File: src/design/ccch_regs.svh
/*
  constants for one counter-array capture/compare channel: mode bit
  positions, cycle-length codes and reset values.
  assumes it is included by bare name from the channel design files.
*/
`ifndef CCCH_REGS_SVH
`define CCCH_REGS_SVH

// ****************************************************************
// channel mode register bit positions
// ****************************************************************
`define CCCH_MODE_INT_EN      0
`define CCCH_MODE_PWM         1
`define CCCH_MODE_TOG         2
`define CCCH_MODE_MAT         3
`define CCCH_MODE_CAPN        4
`define CCCH_MODE_CAPP        5
`define CCCH_MODE_ECOM        6
`define CCCH_MODE_PWM16       7

// ****************************************************************
// cycle-length codes and reset values
// ****************************************************************
`define CCCH_CYCLE_LENGTH_SELECT_8BIT       2'h0
`define CCCH_CYCLE_LENGTH_SELECT_9BIT       2'h1
`define CCCH_CYCLE_LENGTH_SELECT_10BIT      2'h2
`define CCCH_CYCLE_LENGTH_SELECT_11BIT      2'h3
`define CCCH_MODE_RESET       8'h00
`define CCCH_CMP_RESET        16'h0000
`define CCCH_RELOAD_RESET     16'h0000

`endif

File: src/design/ccch_pkg.sv
/*
  types for the counter-array capture/compare channel.
  assumes nothing beyond a SystemVerilog compiler.
*/
package ccch_pkg;

  // ****************************************************************
  // operating modes decoded from the mode bits
  // ****************************************************************
  typedef enum logic [2:0] {
    CCCH_IDLE    = 3'h0,
    CCCH_CAPTURE = 3'h1,
    CCCH_SWTIMER = 3'h3,
    CCCH_HSOUT   = 3'h2,
    CCCH_FREQ    = 3'h6,
    CCCH_PWM     = 3'h7
  } ccch_mode_t;

endpackage

File: src/design/ccch_channel.sv
/*
  one capture/compare channel of the counter array: capture, software
  timer, high-speed output, frequency output and 8..11-bit pwm.
  assumes the shared 16-bit counter and its advance enable come in as
  ports, writes from the processor arrive as one-cycle strobes with data,
  and the pin input may be asynchronous to core_clk_i.
*/
`timescale 1ns/1ns
`include "ccch_regs.svh"

module ccch_channel (
  // clock and reset
  input  wire logic        core_clk_i,
  input  wire logic        rst_n_i,
  // shared counter
  input  wire logic [15:0] counter_i,
  input  wire logic        count_en_i,
  // shared pwm control
  input  wire logic [1:0]  cycle_length_select_i,
  input  wire logic        reload_register_select_i,
  input  wire logic        overflow_int_en_i,
  input  wire logic        overflow_flag_clr_i,
  // processor writes
  input  wire logic        mode_wr_i,
  input  wire logic [7:0]  mode_wdata_i,
  input  wire logic        low_wr_i,
  input  wire logic        high_wr_i,
  input  wire logic [7:0]  byte_wdata_i,
  input  wire logic        event_flag_clr_i,
  // channel pin
  input  wire logic        channel_pin_i,
  output logic             channel_pin_o,
  // readback and status
  output logic [7:0]       channel_mode_register_o,
  output logic [7:0]       compare_low_byte_o,
  output logic [7:0]       compare_high_byte_o,
  output logic             channel_event_flag_o,
  output logic             intermediate_overflow_flag_o,
  output logic             irq_o
);

  // ****************************************************************
  // state
  // ****************************************************************
  logic [7:0]           mode_reg;
  logic [15:0]          cmp_reg;
  logic [15:0]          reload_reg;
  logic                 pin_reg;
  logic                 flag_reg;
  logic                 ovf_reg;
  logic                 sync1_reg;
  logic                 sync2_reg;
  logic                 sync3_reg;
  logic [15:0]          cnt_prev_reg;
  ccch_pkg::ccch_mode_t mode_now;

  logic ecom;
  logic mat;
  logic tog;
  logic pwm;
  logic capp;
  logic capn;
  assign ecom = mode_reg[`CCCH_MODE_ECOM];
  assign mat  = mode_reg[`CCCH_MODE_MAT];
  assign tog  = mode_reg[`CCCH_MODE_TOG];
  assign pwm  = mode_reg[`CCCH_MODE_PWM];
  assign capp = mode_reg[`CCCH_MODE_CAPP];
  assign capn = mode_reg[`CCCH_MODE_CAPN];

  // ****************************************************************
  // mode decode
  // ****************************************************************
  always_comb begin
    if (capp || capn) begin
      mode_now = ccch_pkg::CCCH_CAPTURE;
    end else if (pwm && tog) begin
      mode_now = ccch_pkg::CCCH_FREQ;
    end else if (pwm) begin
      mode_now = ccch_pkg::CCCH_PWM;
    end else if (tog) begin
      mode_now = ccch_pkg::CCCH_HSOUT;
    end else if (mat) begin
      mode_now = ccch_pkg::CCCH_SWTIMER;
    end else begin
      mode_now = ccch_pkg::CCCH_IDLE;
    end
  end

  // ****************************************************************
  // pin synchroniser and edge detect
  // ****************************************************************
  // sync1 feeds sync2 only; edges come from sync2 against sync3
  always_ff @(posedge core_clk_i or negedge rst_n_i) begin
    if (!rst_n_i) begin
      sync1_reg <= 1'b0;
      sync2_reg <= 1'b0;
      sync3_reg <= 1'b0;
    end else begin
      sync1_reg <= channel_pin_i;
      sync2_reg <= sync1_reg;
      sync3_reg <= sync2_reg;
    end
  end

  logic rise;
  logic fall;
  logic cap_evt;
  assign rise    = sync2_reg && !sync3_reg;
  assign fall    = !sync2_reg && sync3_reg;
  // a level shorter than one clock may slip through the sampler
  assign cap_evt = (mode_now == ccch_pkg::CCCH_CAPTURE) &&
                   ((capp && rise) || (capn && fall));

  // ****************************************************************
  // counter change detection and match terms
  // ****************************************************************
  // a tick is a cycle where the running counter took a new value; the
  // tracker follows every cycle so one change can never fire twice
  logic [10:0] nmask;
  logic        tick;
  logic        m16;
  logic        m8;
  logic        mn;
  logic        ovf_n;
  assign tick = count_en_i && (counter_i != cnt_prev_reg);

  always_comb begin
    case (cycle_length_select_i)
      `CCCH_CYCLE_LENGTH_SELECT_8BIT:  nmask = 11'h0FF;
      `CCCH_CYCLE_LENGTH_SELECT_9BIT:  nmask = 11'h1FF;
      `CCCH_CYCLE_LENGTH_SELECT_10BIT: nmask = 11'h3FF;
      default:           nmask = 11'h7FF;
    endcase
  end

  assign m16   = tick && (counter_i == cmp_reg);
  assign m8    = tick && (counter_i[7:0] == cmp_reg[7:0]);
  assign mn    = tick && ((counter_i[10:0] & nmask) == (cmp_reg[10:0] & nmask));
  // overflow of bit n: low n bits just wrapped to zero
  assign ovf_n = tick && ((counter_i[10:0] & nmask) == 11'h000) &&
                 ((cnt_prev_reg[10:0] & nmask) == nmask);

  always_ff @(posedge core_clk_i or negedge rst_n_i) begin
    if (!rst_n_i) begin
      cnt_prev_reg <= 16'h0000;
    end else begin
      cnt_prev_reg <= counter_i;
    end
  end

  logic pwm_on;
  assign pwm_on = (mode_now == ccch_pkg::CCCH_PWM) && !mode_reg[`CCCH_MODE_PWM16];

  // ****************************************************************
  // mode register: software write, comparator enable side effects
  // ****************************************************************
  always_ff @(posedge core_clk_i or negedge rst_n_i) begin
    if (!rst_n_i) begin
      mode_reg <= `CCCH_MODE_RESET;
    end else if (mode_wr_i) begin
      mode_reg <= mode_wdata_i;
    end else if (low_wr_i && !reload_register_select_i) begin
      mode_reg[`CCCH_MODE_ECOM] <= 1'b0;
    end else if (high_wr_i && !reload_register_select_i) begin
      mode_reg[`CCCH_MODE_ECOM] <= 1'b1;
    end
  end

  // ****************************************************************
  // auto-reload register
  // ****************************************************************
  always_ff @(posedge core_clk_i or negedge rst_n_i) begin
    if (!rst_n_i) begin
      reload_reg <= `CCCH_RELOAD_RESET;
    end else if (reload_register_select_i && low_wr_i) begin
      reload_reg[7:0] <= byte_wdata_i;
    end else if (reload_register_select_i && high_wr_i) begin
      reload_reg[15:8] <= byte_wdata_i;
    end
  end

  // ****************************************************************
  // capture/compare register
  // ****************************************************************
  // software write wins over hardware updates in the same cycle
  always_ff @(posedge core_clk_i or negedge rst_n_i) begin
    if (!rst_n_i) begin
      cmp_reg <= `CCCH_CMP_RESET;
    end else if (!reload_register_select_i && low_wr_i) begin
      cmp_reg[7:0] <= byte_wdata_i;
    end else if (!reload_register_select_i && high_wr_i) begin
      cmp_reg[15:8] <= byte_wdata_i;
    end else if (cap_evt) begin
      cmp_reg <= counter_i;
    end else if ((mode_now == ccch_pkg::CCCH_FREQ) && ecom && m8) begin
      // high byte zero wraps the sum to the same value: 256 counter ticks
      cmp_reg[7:0] <= cmp_reg[7:0] + cmp_reg[15:8];
    end else if (pwm_on && ovf_n) begin
      if (cycle_length_select_i == `CCCH_CYCLE_LENGTH_SELECT_8BIT) begin
        cmp_reg[7:0] <= cmp_reg[15:8];
      end else begin
        cmp_reg <= reload_reg;
      end
    end
  end

  // ****************************************************************
  // channel pin output
  // ****************************************************************
  always_ff @(posedge core_clk_i or negedge rst_n_i) begin
    if (!rst_n_i) begin
      pin_reg <= 1'b0;
    end else if (pwm_on) begin
      if (!ecom) begin
        pin_reg <= 1'b0;
      end else if (ovf_n) begin
        pin_reg <= 1'b0;
      end else if (mn) begin
        pin_reg <= 1'b1;
      end
    end else if ((mode_now == ccch_pkg::CCCH_HSOUT) && ecom && mat && m16) begin
      pin_reg <= !pin_reg;
    end else if ((mode_now == ccch_pkg::CCCH_FREQ) && ecom && m8) begin
      pin_reg <= !pin_reg;
    end
  end

  // ****************************************************************
  // event and overflow flags: a set beats a clear in the same cycle
  // ****************************************************************
  logic evt_set;
  always_comb begin
    case (mode_now)
      ccch_pkg::CCCH_CAPTURE: evt_set = cap_evt;
      ccch_pkg::CCCH_SWTIMER: evt_set = ecom && m16;
      ccch_pkg::CCCH_HSOUT:   evt_set = ecom && mat && m16;
      ccch_pkg::CCCH_FREQ:    evt_set = ecom && mat && m16;
      ccch_pkg::CCCH_PWM:     evt_set = pwm_on && ecom && mat && mn;
      default:                evt_set = 1'b0;
    endcase
  end

  always_ff @(posedge core_clk_i or negedge rst_n_i) begin
    if (!rst_n_i) begin
      flag_reg <= 1'b0;
    end else if (evt_set) begin
      flag_reg <= 1'b1;
    end else if (event_flag_clr_i) begin
      flag_reg <= 1'b0;
    end
  end

  always_ff @(posedge core_clk_i or negedge rst_n_i) begin
    if (!rst_n_i) begin
      ovf_reg <= 1'b0;
    end else if (pwm_on && ovf_n) begin
      ovf_reg <= 1'b1;
    end else if (overflow_flag_clr_i) begin
      ovf_reg <= 1'b0;
    end
  end

  // ****************************************************************
  // registered outputs
  // ****************************************************************
  logic irq_next;
  assign irq_next = (flag_reg && mode_reg[`CCCH_MODE_INT_EN]) ||
                    (ovf_reg && overflow_int_en_i);

  always_ff @(posedge core_clk_i or negedge rst_n_i) begin
    if (!rst_n_i) begin
      irq_o                        <= 1'b0;
      channel_pin_o                <= 1'b0;
      channel_mode_register_o      <= `CCCH_MODE_RESET;
      compare_low_byte_o           <= 8'h00;
      compare_high_byte_o          <= 8'h00;
      channel_event_flag_o         <= 1'b0;
      intermediate_overflow_flag_o <= 1'b0;
    end else begin
      irq_o                        <= irq_next;
      channel_pin_o                <= pin_reg;
      channel_mode_register_o      <= mode_reg;
      compare_low_byte_o           <= reload_register_select_i ? reload_reg[7:0]
                                                               : cmp_reg[7:0];
      compare_high_byte_o          <= reload_register_select_i ? reload_reg[15:8]
                                                                : cmp_reg[15:8];
      channel_event_flag_o         <= flag_reg;
      intermediate_overflow_flag_o <= ovf_reg;
    end
  end

endmodule // ccch_channel

File: config.mk
export PLATFORM = sky130hd
export DESIGN_NAME = ccch_channel
export DESIGN_NICKNAME = d
export VERILOG_FILES = /design/src/design/ccch_pkg.sv /design/src/design/ccch_channel.sv
export VERILOG_INCLUDE_DIRS = /design/src /design/src/design
export SDC_FILE = /design/constraint.sdc
export NUM_CORES = 1
export LEC_CHECK = 0
export BUFFER_PORTS_ARGS = -buffer_cell sky130_fd_sc_hd__buf_2
export CORE_MARGIN = 2
export CORE_UTILIZATION = 25
export DETAILED_ROUTE_END_ITERATION = 16
export GPL_ROUTABILITY_DRIVEN = 1
export GPL_TIMING_DRIVEN = 0
export SYNTH_ARGS = -nofsm -noshare
export SYNTH_HDL_FRONTEND = slang
export SYNTH_SLANG_ARGS = --single-unit
File: constraint.sdc
create_clock -name core_clk_i -period 2.85 [get_ports core_clk_i]
set_clock_uncertainty 0.2 [all_clocks]
set_input_delay 0.57 -clock core_clk_i [delete_from_list [all_inputs] [get_ports core_clk_i]]
set_output_delay 0.57 -clock core_clk_i [all_outputs]
set_load 0.05 [all_outputs]
# [Word level (Yosys, flattened, before mapping)]
# Index checks and enable logic that the tools add are counted.
[classes] addsub=1 n_eq_ne=16 mux=31 n_bitwise=5 reduce_logical=52
[op_table] cell="8-bit two-way mux" n=9
[op_table] cell="11-bit bitwise AND" n=3
[op_table] cell="11-bit one-hot mux with 3 select lines" n=1
[op_table] cell="16-bit two-way mux" n=2
[op_table] cell="1-bit logical AND" n=31
[op_table] cell="11-bit == test" n=2
[op_table] cell="16-bit == test" n=1
[op_table] cell="16-bit != test" n=1
[op_table] cell="1-bit two-way mux" n=13
[op_table] cell="11-bit zero test" n=1
[op_table] cell="3-bit two-way mux" n=3
[op_table] cell="3-bit nonzero test" n=3
[op_table] cell="8-bit adder" n=1
[op_table] cell="8-bit == test" n=1
[op_table] cell="3-bit by 2-bit == test with 1-bit output, second input constant" n=2
[op_table] cell="3-bit == test, second input constant" n=2
[op_table] cell="3-bit != test, second input constant" n=2
[op_table] cell="2-bit AND reduction" n=3
[op_table] cell="1-bit zero test" n=5
[op_table] cell="2-bit two-way mux" n=2
[op_table] cell="4-bit != test, second input constant" n=1
[op_table] cell="1-bit one-hot mux with 4 select lines" n=1
[op_table] cell="4-bit AND reduction" n=1
[op_table] cell="2-bit nonzero test" n=2
[op_table] cell="9 further kinds" n=12
[word_totals] reg_bits=90 input_bits=45

# [Longest topological paths before layout]
[logic_depth] depth_word=13 mapped_depth=10

# [Least setup slack after synthesis]
# Ideal clock, no wire load.
[synth_path] kind="flip-flop to flip-flop" from="register cmp_reg[8]" to="register cmp_reg[6]" arrival_time_ps=2014 setup_slack_ps=512 stages_incl_launch_ff=11 path_buffers=0 synth_period_minus_slack_ps=2338 path_cell_list="dfrtp_1 -> ha_1 -> inv_1 -> fa_1 -> nor2b_1 -> o31a_1 -> o21ai_0 -> nand2b_1 -> xor2_1 -> a221o_1 -> mux2_2"
[synth_between] elab_chain_len=5
[synth_rtl] element="from (decl)" line="ccch_channel.sv:46" rtl="logic [15:0] cmp_reg;"
[synth_rtl] element="from (signal assigned)" line="ccch_channel.sv:188" rtl="cmp_reg <= `CCCH_CMP_RESET;"
[synth_rtl] element="from (signal assigned)" line="ccch_channel.sv:192" rtl="cmp_reg[15:8] <= byte_wdata_i;"
[synth_rtl] element="from (signal assigned)" line="ccch_channel.sv:194" rtl="cmp_reg <= counter_i;"
[synth_rtl] element="8-bit adder" line="ccch_channel.sv:197" rtl="cmp_reg[7:0] <= cmp_reg[7:0] + cmp_reg[15:8];"
[synth_rtl] element="8-bit two-way mux" line="ccch_channel.sv:195" rtl="end else if ((mode_now == ccch_pkg::CCCH_FREQ) && ecom && m8) begin"
[synth_rtl] element="16-bit two-way mux" line="ccch_channel.sv:193" rtl="end else if (cap_evt) begin"
[synth_rtl] element="8-bit two-way mux" line="ccch_channel.sv:191" rtl="end else if (!reload_register_select_i && high_wr_i) begin"
[synth_rtl] element="8-bit two-way mux" line="ccch_channel.sv:189" rtl="end else if (!reload_register_select_i && low_wr_i) begin"
# No other way between the ends. The select of a mux whose other input is x is not followed.
# A chain may end at the register's enable or synchronous reset.

# [Worst setup path after layout]
[layout_path] from="register cmp_reg[2]" to="register cmp_reg[0]"
[layout_between] elab_chain_len=7
[layout_rtl] element="from (signal assigned)" line="ccch_channel.sv:188"
[layout_rtl] element="from (signal assigned)" line="ccch_channel.sv:190" rtl="cmp_reg[7:0] <= byte_wdata_i;"
[layout_rtl] element="from (signal assigned)" line="ccch_channel.sv:194"
[layout_rtl] element="8-bit == test *" line="ccch_channel.sv:137" rtl="assign m8 = tick && (counter_i[7:0] == cmp_reg[7:0]);"
[layout_rtl] element="1-bit logical AND *" line="ccch_channel.sv:137"
[layout_rtl] element="1-bit logical AND *" line="ccch_channel.sv:195"
[layout_rtl] element="8-bit two-way mux" line="ccch_channel.sv:195"
[layout_rtl] element="16-bit two-way mux" line="ccch_channel.sv:193"
[layout_rtl] element="8-bit two-way mux" line="ccch_channel.sv:191"
[layout_rtl] element="8-bit two-way mux" line="ccch_channel.sv:189"
# Mark *: on every way between the ends. The rest lies on a longest branch, timed or not. The select of a mux whose other input is x is not followed.

==> reports/metrics.sh <==
PIN_COUNT=73
ANT_NETS=0
HOLD_VIOL=0
SLOWEST_DELAY_NS=0.70
TOTAL_NETS_AFTER_SYNTHESIS=424
TIMING.CRITICAL_PATH.ARRIVAL_NS=2.69
ANTENNA_DIODE_COUNT=0
REMAINING_ROUTING_DRC_VIOLATIONS=0
CRITPATHCAPTURETYPE='flip-flop'
SYNTH_WARNINGS=0
DESIGN.FINAL.NETS=508
PATH_CELLS='xor2_1 -> nor4_2 -> nand2_1 -> nor3_1 -> mux2i_1 -> o21ai_0 -> mux2_2'
TIMING.MAX_CAP.VIOLATIONS=0
ASYNC_RESET_FF_SHARE_PCT=100
DRT_FIRST_ITER_VIOLATIONS=189
SYNTH_SEQ_CELLS=90
POSTSYNTH.TOPFLOPCELL='dfrtp_1'
POWER_DENSITY_mW_PER_MM2=734
REG2REGPATHDEPTH=7
CLOCKROOTBUFFER='clkbuf_16'
POWER.LEAKAGE_nW=2.33
FIN_CRIT_SH_PCT=93.3
CTS_TREE='yes'
OVERALL_GLOBAL_ROUTING_USAGE_PCT=13.8
ROUTE.VIAS.TOTAL=3190
SYNTHTOPCELLSBYCOUNT='dfrtp_1, mux2_2, mux2i_1'
DRTPASS1ITERATIONS=5
FP.DIEW_UM=137
CRIT-REG2REG-CAPTURE='cmp_reg[0]$_DFFE_PN0P_'
SYNTH_LARGEST_TYPE_AREA_FRACTION_PCT=50.7
SYNTH_AREA_SQ_MM=0.00444
INTERNAL-POWER_W=0.00256
CLASSIFICATION_OF_THE_WORST_SLACK_HOLD_PATH='in -> reg'
FINALNONFILLERCELLS=685
FINALMAXSLEWVIOLATIONS=0
DIEHEIGHT_UM=137
CTS_INSERTED_BUFFERS=9
MEAN_INSTANCE_SIZE_IN_THE_SYNTHESIZED_NETLIST_SQ_UM=12.0
ROUTE.DETAILED.VIAS_PER_INST=4.66
FINAL.FILL_COUNT=1757
TIMING.FMAX_GHz=0.376
POWER_FRAC_CLOCK_PCT=28.1
GLOBAL_ROUTE.OVERFLOW_TOTAL=0
CTSHTREEMAXLEVEL=3
INITIAL_UTILIZATION_PCT=25.6
SWITCHING_SHARE_PCT=35.5
CRITICALPATHCATEGORY='reg -> reg'
COREAREA_SQ_MM=0.0174
NUMBER_OF_ENABLE_FLIP_FLOP_CELLS_AFTER_SYNTHESIS=0
GRT_START_MAX_NET_PINS=63
NET-SWITCHING-POWER_W=0.00140
DRIVE_GT1_SHARE_PCT=32.0
AREA_DELTA_SYNTH_FINAL_PCT=21.4
WORST_EP_REQUIRED_TIME_NS=2.88
HEADROOM_TO_THE_MAX_SLEW_LIMIT_PCT=45.8
ROUTABILITYCONGESTION=0.895
P_COMB_SHARE_PCT=30.2
IO_BUFFER_COUNT=71
CRIT_SLOWEST_CELL='nor3_1'
CLK_PIN_SLEW_NS=0.07
SHARE_SEQ_OF_TOTAL_POWER_PCT=41.6
RSZ0062_AT_GRT='false'
GRT_PASS1_VIAS=3360
HOLD-PATH-ENDPOINT='sync1_reg$_DFF_PN0_'
MIN_PERIOD_NS=2.66
POSTLAYOUTCOREUTIL_PCT=31.1
YOSYSSEQAREASHARE_PCT=50.7
STATUS='finished clean'
MAX-VDD-IR-DROP_mV=0.323
SYNTH_CELL_TYPES=50
SYNTH_CELLS=371
INSERTION_DELAY_NS=0.35
ROUTED_WL_UM=12200
FIRST_PASS_GRT_WIRE_LENGTH_UM=19100
FP.DIEAREA_SQ_MM=0.0189
CLOCK_SINKS=90
TIGHTESTPINTRANSITION_NS=0.807
POST-SYNTH-TOP-AREA-CELL='dfrtp_1'
INITIAL_ANTENNA_VIOLATION_COUNT=0
CTS-ROOT-TO-SINK-BUFFERS=2
PATH_BUF_INV=0
WORST_HOLD_PATH.NUM_CELLS=1
DP_HPWL_UM=9020
SYNTH_TOP_CELLS_BY_AREA='dfrtp_1, mux2_2, mux2i_1'
FINAL_SETUP_VIOLATING_ENDPOINTS=0
WORST_PATH_TOP_CELL_FAMILY_BY_DELAY='simple AND/OR/NAND/NOR gates'
HP-START='channel_pin_i'
CRIT_PATH_START_KIND='flip-flop'
YOSYSMOSTFREQUENTCELL='dfrtp_1'
ROUTE.DETAILED.WL_PER_INST_UM=17.9
HIGHEST_FANOUT_SEEN_ON_THE_CRITICAL_PATH=4
FLOORPLAN.ROWS=48
REG2REG_SETUP_SLACK_NS=0.19
PLACED_CELLS_INCL_TAPS=668
REGTOREGSTARTPOINT='cmp_reg[2]$_DFFE_PN0P_'
CTS.REPAIR_TIMING.SETUP_BUFFER_COUNT=0
## power by group through the flow
stage | Combinational (W) | Clock (W) | Sequential (W)
after floorplan | 0.000619 | 0 | 0.00188
after global routing | 0.00131 | 0.00120 | 0.00168
final | 0.00120 | 0.00111 | 0.00165
after detailed placement | 0.00119 | 0 | 0.00167
after global placement | 0.00116 | 0 | 0.00166
after CTS | 0.00120 | 0.00115 | 0.00165
## worst max path at each step
stage / from / to / slack, ns / cells past startpoint
after floorplan: cmp_reg[8]$_DFFE_PN0P_ / cmp_reg[6]$_DFFE_PN0P_ / 0.51 / 10
after global placement: counter_i[2] / cmp_reg[0]$_DFFE_PN0P_ / -0.08 / 8
after detailed placement: counter_i[2] / cmp_reg[0]$_DFFE_PN0P_ / -0.12 / 8
after CTS: cmp_reg[8]$_DFFE_PN0P_ / cmp_reg[6]$_DFFE_PN0P_ / 0.18 / 10
after global routing: cmp_reg[8]$_DFFE_PN0P_ / cmp_reg[6]$_DFFE_PN0P_ / 0.03 / 10
final: cmp_reg[2]$_DFFE_PN0P_ / cmp_reg[0]$_DFFE_PN0P_ / 0.19 / 7
## stage by stage
stage	total power (W)	hold slack [ns]	TNS, ns	setup WS, ns	area, sq um
after detailed placement	0.00286	0.136	-0.197	-0.118	5110
after global routing	0.00419	0.102	0	0.0300	5400
after global placement	0.00282	0.136	-0.138	-0.0845	5080
after floorplan	0.00250	0.0744	0	0.512	4440
final	0.00396	0.121	0	0.190	5400
after CTS	0.00400	0.105	0	0.177	5390
## layer usage
metal / up-vias / part of all wire (%) / global-route usage, %
met1: 1575 / 45 / 17.5
met2: 94 / 48 / 22.7
met5: - / 0 / 0
li1: 1509 / - / -
met3: 12 / 5.6 / 4.19
met4: 0 / 1.1 / 4.30
## cells in the final DEF, fill, tap and decap left out, drive strengths merged, types with 2 or more instances in the layout
cell	Yosys	layout
nor4b	2	2
nand3b	3	3
mux2	47	47
mux2i	27	27
nand3	4	4
dfrtp	90	90
o21a	2	2
clkinv	0	3
xor2	17	17
nand4	10	10
a21oi	5	5
buf	7	79
o21ai	23	23
nor2	11	11
clkbuf	5	16
o211ai	2	2
o31a	2	2
nor2b	8	8
nand2b	5	5
ha	7	7
nor3	9	9
a221o	2	2
xnor2	19	19
clkinvlp	0	2
a221oi	5	5
and2	3	3
and4bb	3	3
nand2	26	26
inv	7	7
nor4	6	6
## final cells by class
type / count / area [sq um] / area share, %
buffer: 12 / 57.6 / 1.07
clock buffer: 11 / 243 / 4.50
clock inverter: 5 / 30.0 / 0.557
inverter: 7 / 26.3 / 0.487
multi-input combinational: 262 / 2110 / 39.1
sequential: 90 / 2250 / 41.7
tap: 225 / 282 / 5.22
timing repair buffer: 73 / 395 / 7.33
## kinds of logic (layout without fill, tap and decap cells)
kind of cell | Yosys count | in the layout | synth area share [%]
compound gates | 50 | 50 | 7.72
xor+xnor | 36 | 36 | 7.10
fa+ha+maj | 8 | 8 | 2.42
buf+inv | 19 | 108 | 1.89
flops | 90 | 90 | 50.7
mux | 74 | 74 | 18.0
simple gates | 94 | 94 | 12.2
## timing repair
action / in CTS / in global routing
hold buffers: 1 / 0
hold endpoints to repair: 28 / 0
resized for setup: 0 / 1
setup endpoints to repair: 0 / 1
(Power assumes the default switching activity.)
